<file path="src/tma_pkg.sv">
// Purpose: Shared constants for the trip message authenticator
// Assumes: 50 MHz system clock, six-byte inter-division frames
// Notes: Frame is src, dst, seq, status, hash, crc
package tma_pkg;
  localparam int CLK_HZ = 50_000_000;
  localparam int NUM_DIV = 4;
  localparam int NUM_NET = 2;
  localparam int FRAME_LEN = 6;
  localparam int B_SRC = 0;
  localparam int B_DST = 1;
  localparam int B_SEQ = 2;
  localparam int B_STAT = 3;
  localparam int B_HASH = 4;
  localparam int B_CRC = 5;
  localparam int STAT_TRIP = 0;
  localparam int STAT_BYP = 1;
  localparam int SYNC_W = 11;
  localparam int SY_SOF = 8;
  localparam int SY_TGL = 9;
  localparam int SY_LOS = 10;
  // Arbitrary shared key, not tied to any product
  localparam logic [7:0] HASH_KEY = 8'h5a;
  localparam logic [7:0] CRC_POLY = 8'h07;
  localparam logic [7:0] CRC_INIT = 8'h00;
  localparam logic [2:0] FAIL_RUN = 3'h4;
  localparam int RX_TIMEOUT_MS = 100;
  localparam int RX_TIMEOUT_CYC = RX_TIMEOUT_MS * (CLK_HZ / 1000);
  localparam int PIN_PERIOD_US = 10;
  localparam int PIN_PERIOD_CYC = PIN_PERIOD_US * (CLK_HZ / 1_000_000);
  localparam logic [3:0] DECL_IN_TRIP = 4'hf;
  localparam logic [3:0] DECL_IN_BYP = 4'hf;
  localparam logic DECL_OUT_TRIP = 1'b1;
  localparam logic DECL_OUT_BYP = 1'b1;

  function automatic logic [7:0] tma_crc8(input logic [7:0] crc, input logic [7:0] data);
    logic [7:0] c;
    c = crc ^ data;
    for (int i = 0; i < 8; i++) begin
      c = c[7] ? ((c << 1) ^ CRC_POLY) : (c << 1);
    end
    return c;
  endfunction
endpackage

</file>
<file path="src/tma_net_if.sv">
// Purpose: Verdict of one network receiver toward the card core
// Assumes: Single clock domain
// Notes: All strobes are one-cycle pulses
`timescale 1ns/1ps
interface tma_net_if;
  logic acc;
  logic fail;
  logic foreign;
  logic ack;
  logic [1:0] src;
  logic trip;
  logic byp;
  logic [7:0] ack_seq;
  logic alm_auth;
  modport chk (output acc, fail, foreign, ack, src, trip, byp, ack_seq, alm_auth);
  modport card (input acc, fail, foreign, ack, src, trip, byp, ack_seq, alm_auth);
endinterface

</file>
<file path="src/tma_card.sv">
// Purpose: Inter-division communication card for one safeguard division
// Assumes: Link pins are asynchronous; controller side shares SYS_CLK
// Notes: Voting networks and plant port use separate pins
// Notes on behaviour
// - Pass status only after full authentication
// - Alarm on persistent authentication failures
// - Alarm when a division falls silent
// - Acknowledge, never depend on sender reply
// - Four nodes only; foreign traffic alarmed
// - Two redundant networks, independent receivers
// - Transfer only declared inputs and outputs
// - Double-buffered shared memory, no interrupts
// - Plant port reads controller side only
// - Time-stamp outbound data at origin
// - Received time never reaches shared memory
// - Alarm on disconnected fiber
// - Message loss keeps last state
// - Any two unbypassed trips initiate protection
// - Separate ports for voting and plant traffic
// - Separate networks per traffic class
`timescale 1ns/1ps
module tma_card
  import tma_pkg::*;
#(
  parameter int RX_TIMEOUT = RX_TIMEOUT_CYC
)
(
  input wire logic SYS_CLK,
  input wire logic RST,
  input wire logic [1:0] MY_ID,
  input wire logic [1:0] RX_SOF,
  input wire logic [15:0] RX_DATA,
  input wire logic [1:0] RX_TGL,
  input wire logic [1:0] RX_LOS,
  input wire logic CTRL_TRIP,
  input wire logic CTRL_BYP,
  input wire logic CTRL_SWAP,
  input wire logic ALM_CLR,
  input wire logic [31:0] NET_TIME,
  output logic [3:0] SHM_TRIP,
  output logic [3:0] SHM_BYP,
  output logic VOTE_TRIP,
  output logic [1:0] ACK_STB,
  output logic [15:0] ACK_SEQ,
  output logic [1:0] ALM_AUTH,
  output logic [1:0] ALM_FOREIGN,
  output logic [1:0] ALM_CABLE,
  output logic [3:0] ALM_SILENT,
  output logic PIN_VALID,
  output logic [7:0] PIN_DATA,
  output logic [31:0] PIN_TIME
);
  logic [1:0] id_reg;
  logic [SYNC_W-1:0] s1_reg [NUM_NET];
  logic [SYNC_W-1:0] s2_reg [NUM_NET];
  logic [1:0] tgl3_reg;
  logic [3:0] trip_reg;
  logic [3:0] byp_reg;
  logic [31:0] silent_cnt [NUM_DIV];
  logic [31:0] time_s1_reg;
  logic [31:0] time_s2_reg;
  logic [31:0] time_s3_reg;
  logic [31:0] time_reg;
  logic [8:0] pin_cnt;
  logic [3:0] eff_w;
  logic [2:0] votes_w;

  wire [1:0] acc_w;
  wire [1:0] foreign_w;
  wire [1:0] ack_w;
  wire [1:0] auth_w;
  wire [1:0] src_w [NUM_NET];
  wire [1:0] rtrip_w;
  wire [1:0] rbyp_w;
  wire [7:0] aseq_w [NUM_NET];
  wire [1:0] stb_w;
  wire [3:0] hit0_w;
  wire [3:0] hit1_w;
  wire [3:0] upd_w;
  wire [3:0] new_trip_w;
  wire [3:0] new_byp_w;
  wire own_trip_w = CTRL_TRIP && DECL_OUT_TRIP;
  wire own_byp_w = CTRL_BYP && DECL_OUT_BYP;
  wire pin_tick_w = pin_cnt == 9'(PIN_PERIOD_CYC - 1);

  function automatic logic div_hit(input logic a, input logic [1:0] s, input int d);
    return a && (s == 2'(d));
  endfunction

  tma_net_if nif [NUM_NET] ();

  // voting pins apart from plant pins
  // each network on its own pins
  for (genvar n = 0; n < NUM_NET; n++) begin : g_net
    assign stb_w[n] = s2_reg[n][SY_TGL] ^ tgl3_reg[n];
    assign acc_w[n] = nif[n].acc;
    assign foreign_w[n] = nif[n].foreign;
    assign ack_w[n] = nif[n].ack;
    assign auth_w[n] = nif[n].alm_auth;
    assign src_w[n] = nif[n].src;
    assign rtrip_w[n] = nif[n].trip;
    assign rbyp_w[n] = nif[n].byp;
    assign aseq_w[n] = nif[n].ack_seq;
    tma_rx_check u_chk (
      .clk(SYS_CLK),
      .rst(RST),
      .my_id(id_reg),
      .sof(s2_reg[n][SY_SOF]),
      .data(s2_reg[n][7:0]),
      .stb(stb_w[n]),
      .net(nif[n])
    );
  end

  // Network A wins if both deliver the same division at once
  for (genvar d = 0; d < NUM_DIV; d++) begin : g_div
    assign hit0_w[d] = div_hit(acc_w[0], src_w[0], d);
    assign hit1_w[d] = div_hit(acc_w[1], src_w[1], d);
    assign upd_w[d] = hit0_w[d] || hit1_w[d];
    assign new_trip_w[d] = hit0_w[d] ? rtrip_w[0] : rtrip_w[1];
    assign new_byp_w[d] = hit0_w[d] ? rbyp_w[0] : rbyp_w[1];
  end

  always_comb begin
    votes_w = 3'h0;
    for (int d = 0; d < NUM_DIV; d++) begin
      eff_w[d] = (id_reg == 2'(d)) ? (own_trip_w && !own_byp_w) : (trip_reg[d] && !byp_reg[d]);
      votes_w = votes_w + {2'h0, eff_w[d]};
    end
  end

  // Strap is static, caught while reset is held
  always_ff @(posedge SYS_CLK) begin
    if (RST) begin
      id_reg <= MY_ID;
    end
  end

  // Link bytes must stay stable around their toggle edge
  always_ff @(posedge SYS_CLK) begin
    if (RST) begin
      tgl3_reg <= 2'h0;
      for (int n = 0; n < NUM_NET; n++) begin
        s1_reg[n] <= '0;
        s2_reg[n] <= '0;
      end
    end else begin
      for (int n = 0; n < NUM_NET; n++) begin
        s1_reg[n] <= {RX_LOS[n], RX_TGL[n], RX_SOF[n], RX_DATA[8*n +: 8]};
        s2_reg[n] <= s1_reg[n];
        tgl3_reg[n] <= s2_reg[n][SY_TGL];
      end
    end
  end

  always_ff @(posedge SYS_CLK) begin
    if (RST) begin
      ACK_STB <= 2'h0;
      ACK_SEQ <= 16'h0000;
      ALM_AUTH <= 2'h0;
      ALM_FOREIGN <= 2'h0;
      ALM_CABLE <= 2'h0;
    end else begin
      for (int n = 0; n < NUM_NET; n++) begin
        ACK_STB[n] <= ack_w[n];
        if (ack_w[n]) begin
          ACK_SEQ[8*n +: 8] <= aseq_w[n];
        end
        ALM_AUTH[n] <= auth_w[n];
        // sticky, a new event beats clear
        ALM_FOREIGN[n] <= foreign_w[n] || (ALM_FOREIGN[n] && !ALM_CLR);
        ALM_CABLE[n] <= s2_reg[n][SY_LOS];
      end
    end
  end

  always_ff @(posedge SYS_CLK) begin
    if (RST) begin
      trip_reg <= 4'h0;
      byp_reg <= 4'h0;
      ALM_SILENT <= 4'h0;
      for (int d = 0; d < NUM_DIV; d++) begin
        silent_cnt[d] <= 32'h0;
      end
    end else begin
      for (int d = 0; d < NUM_DIV; d++) begin
        if (upd_w[d]) begin
          trip_reg[d] <= new_trip_w[d];
          byp_reg[d] <= new_byp_w[d];
          silent_cnt[d] <= 32'h0;
        end else if (silent_cnt[d] != 32'(RX_TIMEOUT)) begin
          silent_cnt[d] <= silent_cnt[d] + 32'h1;
        end
        ALM_SILENT[d] <= (id_reg != 2'(d)) && (silent_cnt[d] == 32'(RX_TIMEOUT));
      end
    end
  end

  // front bank moves only on swap
  // no time path into this bank
  always_ff @(posedge SYS_CLK) begin
    if (RST) begin
      SHM_TRIP <= 4'h0;
      SHM_BYP <= 4'h0;
      VOTE_TRIP <= 1'b0;
    end else begin
      if (CTRL_SWAP) begin
        SHM_TRIP <= trip_reg & DECL_IN_TRIP;
        SHM_BYP <= byp_reg & DECL_IN_BYP;
      end
      VOTE_TRIP <= votes_w >= 3'h2;
    end
  end

  // Time word taken only when two synced samples agree, so a word caught mid-change is never stamped
  // plant port only reads controller side
  always_ff @(posedge SYS_CLK) begin
    if (RST) begin
      time_s1_reg <= 32'h0;
      time_s2_reg <= 32'h0;
      time_s3_reg <= 32'h0;
      time_reg <= 32'h0;
      pin_cnt <= 9'h000;
      PIN_VALID <= 1'b0;
      PIN_DATA <= 8'h00;
      PIN_TIME <= 32'h0;
    end else begin
      time_s1_reg <= NET_TIME;
      time_s2_reg <= time_s1_reg;
      time_s3_reg <= time_s2_reg;
      if (time_s3_reg == time_s2_reg) begin
        time_reg <= time_s3_reg;
      end
      pin_cnt <= pin_tick_w ? 9'h000 : pin_cnt + 9'h001;
      PIN_VALID <= pin_tick_w;
      if (pin_tick_w) begin
        PIN_DATA <= {VOTE_TRIP, own_trip_w, own_byp_w, 1'b0, SHM_TRIP};
        PIN_TIME <= time_reg;
      end
    end
  end
endmodule

</file>
<file path="src/tma_rx_check.sv">
// Purpose: Frame assembly and authentication for one voting network
// Assumes: Byte strobes at least four clocks apart
// Notes: Verdict is given two clocks after the last byte strobe
`timescale 1ns/1ps
module tma_rx_check
  import tma_pkg::*;
(
  input wire logic clk,
  input wire logic rst,
  input wire logic [1:0] my_id,
  input wire logic sof,
  input wire logic [7:0] data,
  input wire logic stb,
  tma_net_if.chk net
);
  logic [7:0] frm_reg [FRAME_LEN];
  logic [2:0] cnt_reg;
  logic done_reg;
  logic [7:0] seq_reg [NUM_DIV];
  logic [3:0] seen_reg;
  logic [2:0] run_reg;
  logic [7:0] crc_w;

  wire [1:0] src_w = frm_reg[B_SRC][1:0];
  wire foreign_w = (frm_reg[B_SRC][7:2] != 6'h00) || (src_w == my_id);
  wire dst_ok_w = frm_reg[B_DST] == {6'h00, my_id};
  wire seq_ok_w = !seen_reg[src_w] || (frm_reg[B_SEQ] == seq_reg[src_w] + 8'h01);
  wire hash_ok_w = frm_reg[B_HASH] == (frm_reg[0] ^ frm_reg[1] ^ frm_reg[2] ^ frm_reg[3] ^ HASH_KEY);
  wire crc_ok_w = frm_reg[B_CRC] == crc_w;
  wire good_w = !foreign_w && dst_ok_w && seq_ok_w && hash_ok_w && crc_ok_w;

  always_comb begin
    crc_w = CRC_INIT;
    for (int i = 0; i < B_CRC; i++) begin
      crc_w = tma_crc8(crc_w, frm_reg[i]);
    end
  end

  always_ff @(posedge clk) begin
    if (stb) begin
      if (sof) begin
        frm_reg[0] <= data;
      end else if (cnt_reg != 3'h0) begin
        frm_reg[cnt_reg] <= data;
      end
    end
  end

  // A stray byte without start is dropped, no partial frame escapes
  always_ff @(posedge clk) begin
    if (rst) begin
      cnt_reg <= 3'h0;
      done_reg <= 1'b0;
    end else begin
      done_reg <= stb && !sof && cnt_reg == 3'(FRAME_LEN - 1);
      if (stb && sof) begin
        cnt_reg <= 3'h1;
      end else if (stb && cnt_reg != 3'h0) begin
        cnt_reg <= (cnt_reg == 3'(FRAME_LEN - 1)) ? 3'h0 : cnt_reg + 3'h1;
      end
    end
  end

  always_ff @(posedge clk) begin
    if (rst) begin
      net.acc <= 1'b0;
      net.fail <= 1'b0;
      net.foreign <= 1'b0;
      net.ack <= 1'b0;
      net.src <= 2'h0;
      net.trip <= 1'b0;
      net.byp <= 1'b0;
      net.ack_seq <= 8'h00;
      net.alm_auth <= 1'b0;
      seen_reg <= 4'h0;
      run_reg <= 3'h0;
      for (int d = 0; d < NUM_DIV; d++) begin
        seq_reg[d] <= 8'h00;
      end
    end else begin
      net.acc <= done_reg && good_w;
      net.fail <= done_reg && !good_w;
      net.foreign <= done_reg && foreign_w;
      net.ack <= done_reg && dst_ok_w;
      if (done_reg) begin
        net.src <= src_w;
        net.trip <= frm_reg[B_STAT][STAT_TRIP];
        net.byp <= frm_reg[B_STAT][STAT_BYP];
        net.ack_seq <= frm_reg[B_SEQ];
      end
      if (done_reg && good_w) begin
        seq_reg[src_w] <= frm_reg[B_SEQ];
        seen_reg[src_w] <= 1'b1;
        run_reg <= 3'h0;
        net.alm_auth <= 1'b0;
      end else if (done_reg) begin
        if (run_reg < FAIL_RUN) begin
          run_reg <= run_reg + 3'h1;
        end
        net.alm_auth <= run_reg >= FAIL_RUN - 3'h1;
      end
    end
  end
endmodule

</file>
<file path="config.mk">
export PLATFORM = sky130hd
export DESIGN_NAME = tma_card
export DESIGN_NICKNAME = d
export VERILOG_FILES = /design/src/tma_pkg.sv /design/src/tma_net_if.sv /design/src/tma_card.sv /design/src/tma_rx_check.sv
export SDC_FILE = /design/constraint.sdc
export NUM_CORES = 1
export LEC_CHECK = 0
export BUFFER_PORTS_ARGS = -buffer_cell sky130_fd_sc_hd__buf_4
export CAP_MARGIN = 15
export CORE_MARGIN = 5
export CORE_UTILIZATION = 51
export DETAILED_ROUTE_END_ITERATION = 16
export PLACE_DENSITY = 0.69
export SETUP_SLACK_MARGIN = 0.3
export SLEW_MARGIN = 20
export SYNTH_ARGS = -nofsm -noshare
export SYNTH_HDL_FRONTEND = slang
export SYNTH_SLANG_ARGS = --single-unit
export TNS_END_PERCENT = 20
</file>
<file path="constraint.sdc">
create_clock -name SYS_CLK -period 11 [get_ports SYS_CLK]
set_input_delay 2.2 -clock SYS_CLK [delete_from_list [all_inputs] [get_ports SYS_CLK]]
set_output_delay 2.2 -clock SYS_CLK [all_outputs]
set_load 0.01 [all_outputs]
</file>
==> results.md, run 1 <==
* Post-route antenna net violation count at 0
* Mapped Nets at 2464
* Deepest clock path buffer count at 3
* Library cells used by synthesis at between 60 and 70
* Fmax at between 0.15 and 0.2 GHz
* Initial antenna violation count at 1
* Synth Area per Inst at 11.4 um2
* Worst slew margin at 0.272
* Total Wirelength at 56.8 mm
* Top-count cell post-synth: dfxtp_1
* Hold path cells at 1
* TritonCTS clock tree: done
* Ant. Diodes at 0
* PwrDens at 155 mW/mm2
* Wire length per cell at 17.6 um
* CTS Hold Bufs at 0
* Req. time, crit path at 11220 ps
* CP max stage delay at 960 ps
* Vias per cell at 5.33
* Register area share after synthesis at 0.557
* Vias in the first global route at 17100
* Sequential power share at 0.508
* Worst Path Arrival at ~5400 ps
* Die area at approximately 0.058 mm2
* Row count at 84
* Core Area at 0.0528 mm2
* Switching part of the total at 0.218
* Cell-internal power at 3.75 mW
* Comb power frac at 0.062
* Later-pin clock latency in the skew report at 640 ps
* First-pass GRT wire length at a little over 90 mm
* Worst VDD drop at 166 uV
* Clock network fraction of total power at 0.430
* H-tree depth reported by CTS at 2
* Worst-margin pin slew at between 1000 and 1500 ps
* Postcts setup bufs at 0
* Critical-path cell list: xnor2_1 > xnor3_1 > xnor3_1 > xnor3_1 > or3_1 > a2111oi_4 > a21oi_2 > nor4b_4 > nand2_1 > o21ai_1
* Unrepaired setup endpoints after global routing: false
* WP depth at 10
* Total negative slack at 0 ps
* Setup violators final at 0
* Yosys top cell area share at 0.320
* Die W at 241 um
* DRC viols at 0
* Fin Clk Skew at slightly above 50 ps
* Critical Path Start Type: flop
* Clk slew on worst S/H paths at 60 ps
* Sink Count at 612
* Top_reg_cell synth: dfxtp_1
* Max reg flops at 128
* Tot GR Track Use at 0.192
* Number of synthesized flops with an enable pin at 290
* Final Util at 0.586
* Overall power at 4.80 mW
* Pin count of the biggest net entering global routing at 113
* Max Cap Viol at 0
* Die Ht at 241 um
* Vias at about 17000
* Slew Limit Fails at 0
* CP endpoint kind: flop
* NumNets Final at about 2600
* Overflow after GRT at 0
* 1st-iter DRT viols at 1025
* Worst Reg-to-Reg Cells at 10
* Share of post-route cells with drive strength above 1 at 0.113
* Post-DP HPWL at approximately 40 mm
* Kind of cell adding the most delay to the critical path: XOR/XNOR gates
* CP max-delay cell: edfxtp_1
* Non-filler cells, final at 3232
* Mapped Cells at 2380
* HP Class: reg2reg
* Post-CTS Resized at 0
* Hold slack at ~430 ps
* Final period util at 0.473
* DRT Pass-1 Iters at 5
* Area growth from synthesis to layout at 13.5%
* Status: finished, final reports clean
* Crit path top cell by count: xnor3_1
* Cells taking the most area after synthesis: edfxtp_1, dfxtp_1, xnor2_1, xnor3_1, nor2b_1
* Ys async rst share at 0
* Placed insts at 3118
* Critical Path Fanout Max at 20
* Clock root cell: clkbuf_16
* Port Buffers at approximately 140
* Gpl congestion at slightly below 0.9
* Mapped cell area at 0.0272 mm2
* Leak pwr at 12.1 nW
* Register bit total from synthesis at 612
* Hold Fails Final Rpt at 0
* Total CTS buffers at 60
* WP buf/inv at 0
* IO Count at 140
* Initial Util at 0.516
* Net switching power figure at 1.05 mW
* Commonest cells post-synth: dfxtp_1, edfxtp_1, nor2_1, xnor2_1, nand2_1
* Final Critical Period at 5200 ps
* WS Path Type: reg2reg
* Synth Warn # at 0
* Synth area leader: edfxtp_1
==> through the flow <==
step | area [um2] | setup slack [ps]
6_report | 30900 | 5800
4_1_cts | 30900 | 5770
5_1_grt | 30900 | 5460
3_5_place_dp | 28900 | 5790
2_1_floorplan | 27200 | 6430
3_3_place_gp | 28800 | 6030
==> metal layers <==
layer,vias to the layer above,global-route usage,wire [um]
met5,-,0,7
met4,2,0.0467,1010
met3,80,0.0374,3270
met2,408,0.315,27300
met1,8316,0.268,25200
li1,8414,-,-
==> kinds of logic (layout without fill, tap and decap cells) <==
family	after synthesis	after routing	synth area share
other	1	1	0.000138
XOR/XNOR	383	383	0.152
AND/OR/NAND/NOR	946	946	0.177
adder cells (fa/ha/maj)	22	22	0.0104
multiplexers	113	113	0.0498
AO/OA/AOI/OAI	148	148	0.0319
buffers and inverters	155	319	0.0223
flip-flops	612	612	0.557
==> power groups by stage <==
stage | Clock [mW] | Combinational (mW) | Sequential, mW
2_1_floorplan | 0 | 0.238 | 2.47
3_3_place_gp | 0 | 0.291 | 2.49
3_5_place_dp | 0 | 0.298 | 2.49
4_1_cts | 2.12 | 0.299 | 2.44
5_1_grt | 2.22 | 0.322 | 2.44
6_report | 2.07 | 0.297 | 2.44
==> placed cells by master (no fill, tap or decap), types with 13 or more instances in the layout <==
cell	count
a21oi_1	75
and2_1	40
and3_1	64
buf_4	152
clkbuf_1	15
clkbuf_16	61
dfxtp_1	322
edfxtp_1	290
ha_1	21
inv_1	50
mux2i_1	95
mux4_2	18
nand2_1	169
nand3_1	53
nand4_1	41
nor2_1	274
nor2b_1	167
nor3_1	27
nor4_1	24
nor4b_1	13
o21ai_0	29
or3_1	23
xnor2_1	220
xnor3_1	50
xor2_1	106
==> worst paths after layout <==
check,startpoint,to,slack (ps)
max,g_net[1].u_chk.frm_reg[0][1],g_net[1].u_chk.seq_reg[2][1],5800
min,time_s1_reg[24],time_s2_reg[24],430
max reg2reg,g_net[1].u_chk.frm_reg[0][1],g_net[1].u_chk.seq_reg[2][1],5800
min reg2reg,time_s1_reg[24],time_s2_reg[24],430
==> layout make-up <==
type / instances / area (um2)
fillers: 4342 / 21900
flip-flops and latches: 612 / 15200
multi-input cells: 1613 / 11500
clock buffers: 87 / 1730
repair buffers: 154 / 1170
well taps: 688 / 861
clock inverters: 27 / 309
inverters: 51 / 191
(Power assumes the default switching activity.)
==> run 2, diff against run 1 <==
ABC_AREA = 1   (was not set)
PLACE_DENSITY = 0.72   (was 0.69)
clock period = 4.4 ns   (was 11 ns; I/O delays follow)
==> results.md, run 2 <==
* Wire length per cell at 14.8 um (-16%)
* Total negative slack at 0 ps (unchanged)
* Synth Warn # at 0 (unchanged)
* Die Ht at 247 um (+2.6%)
* Cells taking the most area after synthesis: edfxtp_1, dfxtp_1, nand2_1, nor2_1, inv_1
* Clock network fraction of total power at 0.442 (+0.012)
* Design Area, Final at 0.0338 mm2 (+9.5%)
* Top-count cell post-synth: nand2_1
* Comb power frac at 0.050 (-0.012)
* Overflow after GRT at 0 (unchanged)
* Most frequent cells in the layout: nand2_1, nor2_1, inv_1, dfxtp_1, edfxtp_1
* Worst Reg-to-Reg Cells at 30 (+20)
* Final Critical Period at 3960 ps (-1240 ps)
* Core Area at 0.0561 mm2 (+6.3%)
* Pre-CTS setup slack at 207 ps (-5580 ps)
* Register area share after synthesis at 0.527 (-0.0292)
* PwrDens at 354 mW/mm2 (+130%)
* FF/Latch Area at 0.0152 mm2 (unchanged)
* Top_reg_cell synth: dfxtp_1
* Vias at 23000 (+34%)
* H-tree depth reported by CTS at 2 (unchanged)
* Slew Limit Fails at 0 (unchanged)
* Final Util at 0.603 (+0.0179)
* Overall power at 12.0 mW (+150%)
* Number of fillers in the final layout at 4831 (+11%)
* Vias in the first global route at 20700 (+21%)
* Worst Path Arrival at 4300 ps (-1120 ps)
* Deepest clock path buffer count at 3 (unchanged)
* Later-pin clock latency in the skew report at 650 ps (about the same)
* Fmax at 0.253 GHz (+31%)
* Ant. Diodes at 0 (unchanged)
* Total Wirelength at 66.5 mm (+17%)
* Post-route antenna net violation count at 0 (unchanged)
* Pin count of the biggest net entering global routing at 70 (-38%)
* Hold_sp: time_s1_reg[14]
* Kind of cell adding the most delay to the critical path: simple AND/OR/NAND/NOR gates
* Critical Path Fanout Max at 8 (-60%)
* Mapped Nets at 3553 (+44%)
* Synth Area per Inst at 8.28 um2 (-28%)
* Max reg flops at 128 (unchanged)
* Placed insts at 4329 (+39%)
* Worst-margin pin slew at 1030 ps (-53.8 ps)
* Area post-placement at 0.0307 mm2 (+6.5%)
* Worst VDD drop at 334 uV (+100%)
* CP max-delay cell: edfxtp_1
* Number of synthesized flops with an enable pin at 290 (unchanged)
* WS Path Type: reg2reg
* NumNets Final at 3765 (+46%)
* Req. time, crit path at 4740 ps (-6480 ps)
* Area growth from synthesis to layout at 17.7%
* Hold Path End: time_s2_reg[14]
* Hold path cells at 2 (+1)
* Critical Path Start Type: flop
* DRT Pass-1 Iters at 5 (unchanged)
* Clk slew on worst S/H paths at 60 ps (about the same)
* Ys async rst share at 0 (unchanged)
* Non-filler cells, final at 4487 (+39%)
* TritonCTS clock tree: done
* PnR worst setup slack at 444 ps (-5360 ps)
* HP Class: reg2reg
* Vias per cell at 5.14 (-3.6%)
* WP buf/inv at 4 (+4)
* Area of the multi-input gates at 0.0120 mm2 (+4.8%)
* Total CTS buffers at 59 (-1.7%)
* Worst slew margin at 0.309 (+0.0368)
* Hold Fails Final Rpt at 0 (unchanged)
* Hold slack at 397 ps (-37.1 ps)
* Most common cell after layout, fill and taps aside: nand2_1
* Share of post-route cells with drive strength above 1 at 0.150 (+0.0373)
* CP max stage delay at 460 ps (-500 ps)
* Switching part of the total at 0.221 (+0.00263)
* Tot GR Track Use at 0.208 (+0.0156)
* Yosys top cell area share at 0.303 (-0.0168)
* Crit path top cell by count: nand2_2
* Setup violators final at 0 (unchanged)
* Cell-internal power at 9.33 mW (+150%)
* Reg2Reg Setup Slack at 440 ps (-5360 ps)
* Die W at 247 um (+2.6%)
* Initial antenna violation count at 0 (-1)
* Row count at 87 (+3.6%)
* Mapped Cells at 3469 (+46%)
* Max Cap Viol at 0 (unchanged)
* Leak pwr at 14.7 nW (+22%)
* Initial Util at 0.513 (-0.00350)
* 1st-iter DRT viols at 1681 (+64%)
* Sink Count at 612 (unchanged)
* Worst r2r src: g_net[0].u_chk.frm_reg[0][6]
* Status: finished, final reports clean
* Port Buffers at 138 (unchanged)
* DRC viols at 0 (unchanged)
* Net switching power figure at 2.65 mW (+150%)
* Gpl congestion at 0.939 (+5.5%)
* Post-DP HPWL at 47.6 mm (+19%)
* Mapped cell area at 0.0287 mm2 (+5.5%)
* Sequential power share at 0.509 (about the same)
* Synth area leader: edfxtp_1
* Register bit total from synthesis at 612 (unchanged)
* Library cells used by synthesis at 58 (-12%)
* IO Count at 140 (unchanged)
* Final period util at 0.899 (+0.426)
* Clock root cell: clkbuf_16
* CP endpoint kind: flop
* Commonest cells post-synth: nand2_1, nor2_1, inv_1, dfxtp_1, edfxtp_1
* First-pass GRT wire length at 105 mm (+16%)
* Fin Clk Skew at 48.7 ps (-2.93 ps)
* Unrepaired setup endpoints after global routing: true
* FF-to-FF End: g_net[0].u_chk.seq_reg[2][7]
* Die area at 0.0612 mm2 (+5.3%)
-- run 2: logic make-up (layout without fill, tap and decap cells) --
family | count (synthesis) | in the layout | share of synthesized area
simple gates | 1709 | 1709 | 0.259
flops | 612 | 612 | 0.527
xor+xnor | 143 | 143 | 0.0443
fa+ha+maj | 22 | 22 | 0.00984
other cells | 1 | 1 | 0.000130
buf+inv | 575 | 837 | 0.0761
compound gates | 407 | 407 | 0.0830
-- run 2: worst reg2reg max path: cells and delay by family (launching register included) --
kind / cells / cell delay [ps]
buf+inv: 4 / 400
simple gates: 25 / 2540
flops: 1 / 460
fa+ha+maj: 1 / 230
-- run 2: repair_timing --
item	CTS	global route
buffers inserted	0	46
resized for setup	2	174
hold buffers	0	0
endpoints found under the setup margin	56	148
cloned	0	1
pin swaps	0	44
-- run 2: metal layers --
| metal | track usage | vias to the layer above | share of wire |
|---|---|---|---|
| met5 | 0 | - | 0 |
| met4 | 0.0506 | 0 | 0.022 |
| met3 | 0.0290 | 105 | 0.058 |
| met2 | 0.348 | 566 | 0.47 |
| met1 | 0.289 | 10600 | 0.45 |
| li1 | - | 11700 | - |
-- run 2: power groups by stage --
stage                     Combinational [mW]  Sequential, mW  Clock [mW]
after CTS                              0.555            6.09        5.40
after global routing                   0.673            6.10        5.63
after detailed placement               0.551            6.22           0
after global placement                 0.542            6.21           0
after floorplan                        0.397            6.19           0
final                                  0.596            6.09        5.29
-- run 2: cell type report --
cell class | count | area share
tap | 756 | 0.0280
sequential | 612 | 0.448
clock buffer | 89 | 0.0531
multi-input combinational | 2282 | 0.356
timing repair buffer | 225 | 0.0507
clock inverter | 22 | 0.00899
inverter | 501 | 0.0556
-- run 2: how the worst max path moves through the flow --
stage               cells after the start                      endpoint                          from  slack [ps]
global route                           30  g_net[0].u_chk.seq_reg[2][7]  g_net[0].u_chk.frm_reg[0][6]         190
global placement                       29  g_net[0].u_chk.seq_reg[2][7]  g_net[0].u_chk.frm_reg[0][6]         270
detailed placement                     29  g_net[0].u_chk.seq_reg[2][7]  g_net[0].u_chk.frm_reg[0][6]         210
CTS                                    30  g_net[1].u_chk.seq_reg[3][1]  g_net[1].u_chk.frm_reg[0][6]         200
finish                                 30  g_net[0].u_chk.seq_reg[2][7]  g_net[0].u_chk.frm_reg[0][6]         440
floorplan                              31  g_net[1].u_chk.seq_reg[0][0]  g_net[1].u_chk.frm_reg[0][6]         660
==> run 3, diff against run 2 <==
--- a/config.mk
+++ b/config.mk
@@ -9,5 +9,5 @@
 export BUFFER_PORTS_ARGS = -buffer_cell sky130_fd_sc_hd__buf_4
 export CAP_MARGIN = 15
-export CORE_MARGIN = 5
+export CORE_MARGIN = 10
 export CORE_UTILIZATION = 51
 export DETAILED_ROUTE_END_ITERATION = 16
==> constraint.sdc (replaced) <==
create_clock -name SYS_CLK -period 4.4 [get_ports SYS_CLK]
set_input_delay 0.88 -clock SYS_CLK [delete_from_list [all_inputs] [get_ports SYS_CLK]]
set_output_delay 0.88 -clock SYS_CLK [all_outputs]
set_load 0.1 [all_outputs]
==> results.md, run 3 (synthesis gave the netlist of run 2 again) <==
* Clock root cell: clkbuf_16
* Fin Clk Skew at 19.1 ps (-29.6 ps)
* Slew Limit Fails at 0 (unchanged)
* Worst VDD drop at 355 uV (+6.3%)
* Die area at 0.0662 mm2 (+8.2%)
* Port Buffers at 138 (unchanged)
* Vias at 23400 (+1.3%)
* Crit path top cell by count: nand2_1
* Ant. Diodes at 0 (unchanged)
* Worst-margin pin slew at 1060 ps (+23.0 ps)
* First-pass GRT wire length at 109 mm (+4.1%)
* Worst slew margin at 0.291 (-0.0180)
* Critical Path Start Type: flop
* CP Launch Point: g_net[1].u_chk.frm_reg[0][5]
* Clk slew on worst S/H paths at 60 ps (about the same)
* HP Class: reg2reg
* Final period util at 0.907 (+0.00742)
* Hold_sp: time_s1_reg[27]
* WS Path Type: reg2reg
* Later-pin clock latency in the skew report at 620 ps (-30 ps)
* Total CTS buffers at 66 (+12%)
* CP max stage delay at 500 ps (+40 ps)
* Req. time, crit path at 4700 ps (-40 ps)
* Number of fillers in the final layout at 4646 (-3.8%)
* Tot GR Track Use at 0.201 (-0.00720)
* DRT Pass-1 Iters at 7 (+2)
* Post-route antenna net violation count at 0 (unchanged)
* Worst Path Arrival at 4290 ps (about the same)
* NumNets Final at 3777 (+0.32%)
* Initial antenna violation count at 0 (unchanged)
* Max Cap Viol at 0 (unchanged)
* Core Area at 0.0554 mm2 (-1.1%)
* Status: finished, final reports clean
* H-tree depth reported by CTS at 3 (+1)
* Reg2Reg Setup Slack at 410 ps (-30 ps)
* Vias in the first global route at 21300 (+2.9%)
* Final Critical Period at 3990 ps (+32.7 ps)
* Row count at 86 (-1.1%)
* Worst Reg-to-Reg Cells at 30 (unchanged)
* CP max-delay cell: edfxtp_1
* Die W at 257 um (+4.0%)
* Critical Path Fanout Max at 8 (unchanged)
* FF-to-FF End: g_net[1].u_chk.seq_reg[0][4]
* Most frequent cells in the layout: nand2_1, nor2_1, inv_1, dfxtp_1, edfxtp_1
* Initial Util at 0.519 (+0.00596)
* Hold Fails Final Rpt at 0 (unchanged)
* Area growth from synthesis to layout at 18.2%
* IO Count at 140 (unchanged)
* Setup violators final at 0 (unchanged)
* TritonCTS clock tree: done
* Sink Count at 612 (unchanged)
* Hold Path End: time_s2_reg[27]
* Post-DP HPWL at 48.8 mm (+2.5%)
* Total Wirelength at 69.4 mm (+4.4%)
* Vias per cell at 5.19 (+1.2%)
* Die Ht at 257 um (+4.0%)
* Leak pwr at 14.8 nW (+0.72%)
* 1st-iter DRT viols at 1696 (+0.89%)
* Most common cell after layout, fill and taps aside: nand2_1
* Overflow after GRT at 0 (unchanged)
* Share of post-route cells with drive strength above 1 at 0.140 (-0.0105)
* Final Util at 0.613 (+0.00968)
* PwrDens at 377 mW/mm2 (+6.6%)
* Pin count of the biggest net entering global routing at 96 (+37%)
* Gpl congestion at 0.939 (about the same)
* DRC viols at 0 (unchanged)
* CP endpoint kind: flop
* Fmax at 0.251 GHz (-0.82%)
* Deepest clock path buffer count at 3 (unchanged)
* Total negative slack at 0 ps (unchanged)
* Max reg flops at 128 (unchanged)
* CTS Hold Bufs at 0 (unchanged)
* Kind of cell adding the most delay to the critical path: simple AND/OR/NAND/NOR gates
* WP buf/inv at 4 (unchanged)
* Worst r2r src: g_net[1].u_chk.frm_reg[0][5]
* Hold path cells at 2 (unchanged)
* Wire length per cell at 15.4 um (+4.2%)
* Unrepaired setup endpoints after global routing: true
[run 3: changes by cell type in the layout (fill, tap and decap cells not counted), sizes merged]
cell,before,now
bufinv,4,11
buf,225,230
clkinv,28,33
clkbuf,89,85
clkinvlp,0,2
inv,491,492
[run 3: power by group]
group | switching, mW | total (mW) | internal (mW)
sequential | 0.0657 | 6.09 | 6.03
combinational | 0.410 | 0.621 | 0.212
clock | 2.37 | 6.10 | 3.74
[run 3: metrics by stage]
stage          hold slack, ps  instance area (um2)  setup slack (ps)  std cells  power, mW
2_1_floorplan             388                28700               659       3469       6.62
3_3_place_gp              390                30800               271       4327       6.79
3_5_place_dp              392                30800               193       4327       6.80
4_1_cts                   401                33200               215       4449       12.9
5_1_grt                   410                34000              62.1       4495       13.2
6_report                  400                34000               411       4495       12.8
[run 3: timing repair]
action	4_1_cts	5_1_grt
endpoints found under the setup margin	64	151
gates resized for setup	4	109
buffers inserted	0	45
pin swaps	0	32
[run 3: layout make-up]
| type | count | area [um2] | area share |
|---|---|---|---|
| Clock buffer | 85 | 1890 | 0.0557 |
| Clock inverter | 37 | 549 | 0.0162 |
| Inverter | 501 | 1880 | 0.0554 |
| Multi-Input combinational cell | 2282 | 11800 | 0.347 |
| Sequential cell | 612 | 15200 | 0.446 |
| Tap cell | 748 | 936 | 0.0275 |
| Timing Repair Buffer | 230 | 1770 | 0.0520 |
[run 3: worst register-to-register path, delay by kind of cell, from the launching register on]
family / cells / cell delay, ps
simple gates: 24 / 2330
buf+inv: 4 / 370
fa+ha+maj: 1 / 220
flops: 1 / 500
xor+xnor: 1 / 230
[run 3: routing by layer]
layer,track usage,routed length [um],part of all wire,up-vias
met5,0,0,0,-
met4,0.0622,1790,0.026,0
met3,0.0365,4320,0.062,126
met2,0.327,32700,0.47,637
met1,0.268,30600,0.44,10800
li1,-,-,-,11800
[run 3: worst max-delay path by stage]
stage,end,slack [ps],cells past startpoint
global route,g_net[1].u_chk.seq_reg[0][4],60,30
floorplan,g_net[1].u_chk.seq_reg[0][0],660,31
global placement,g_net[1].u_chk.seq_reg[2][4],270,29
CTS,g_net[0].u_chk.seq_reg[2][2],210,29
finish,g_net[1].u_chk.seq_reg[0][4],410,30
detailed placement,g_net[1].u_chk.seq_reg[3][7],190,33
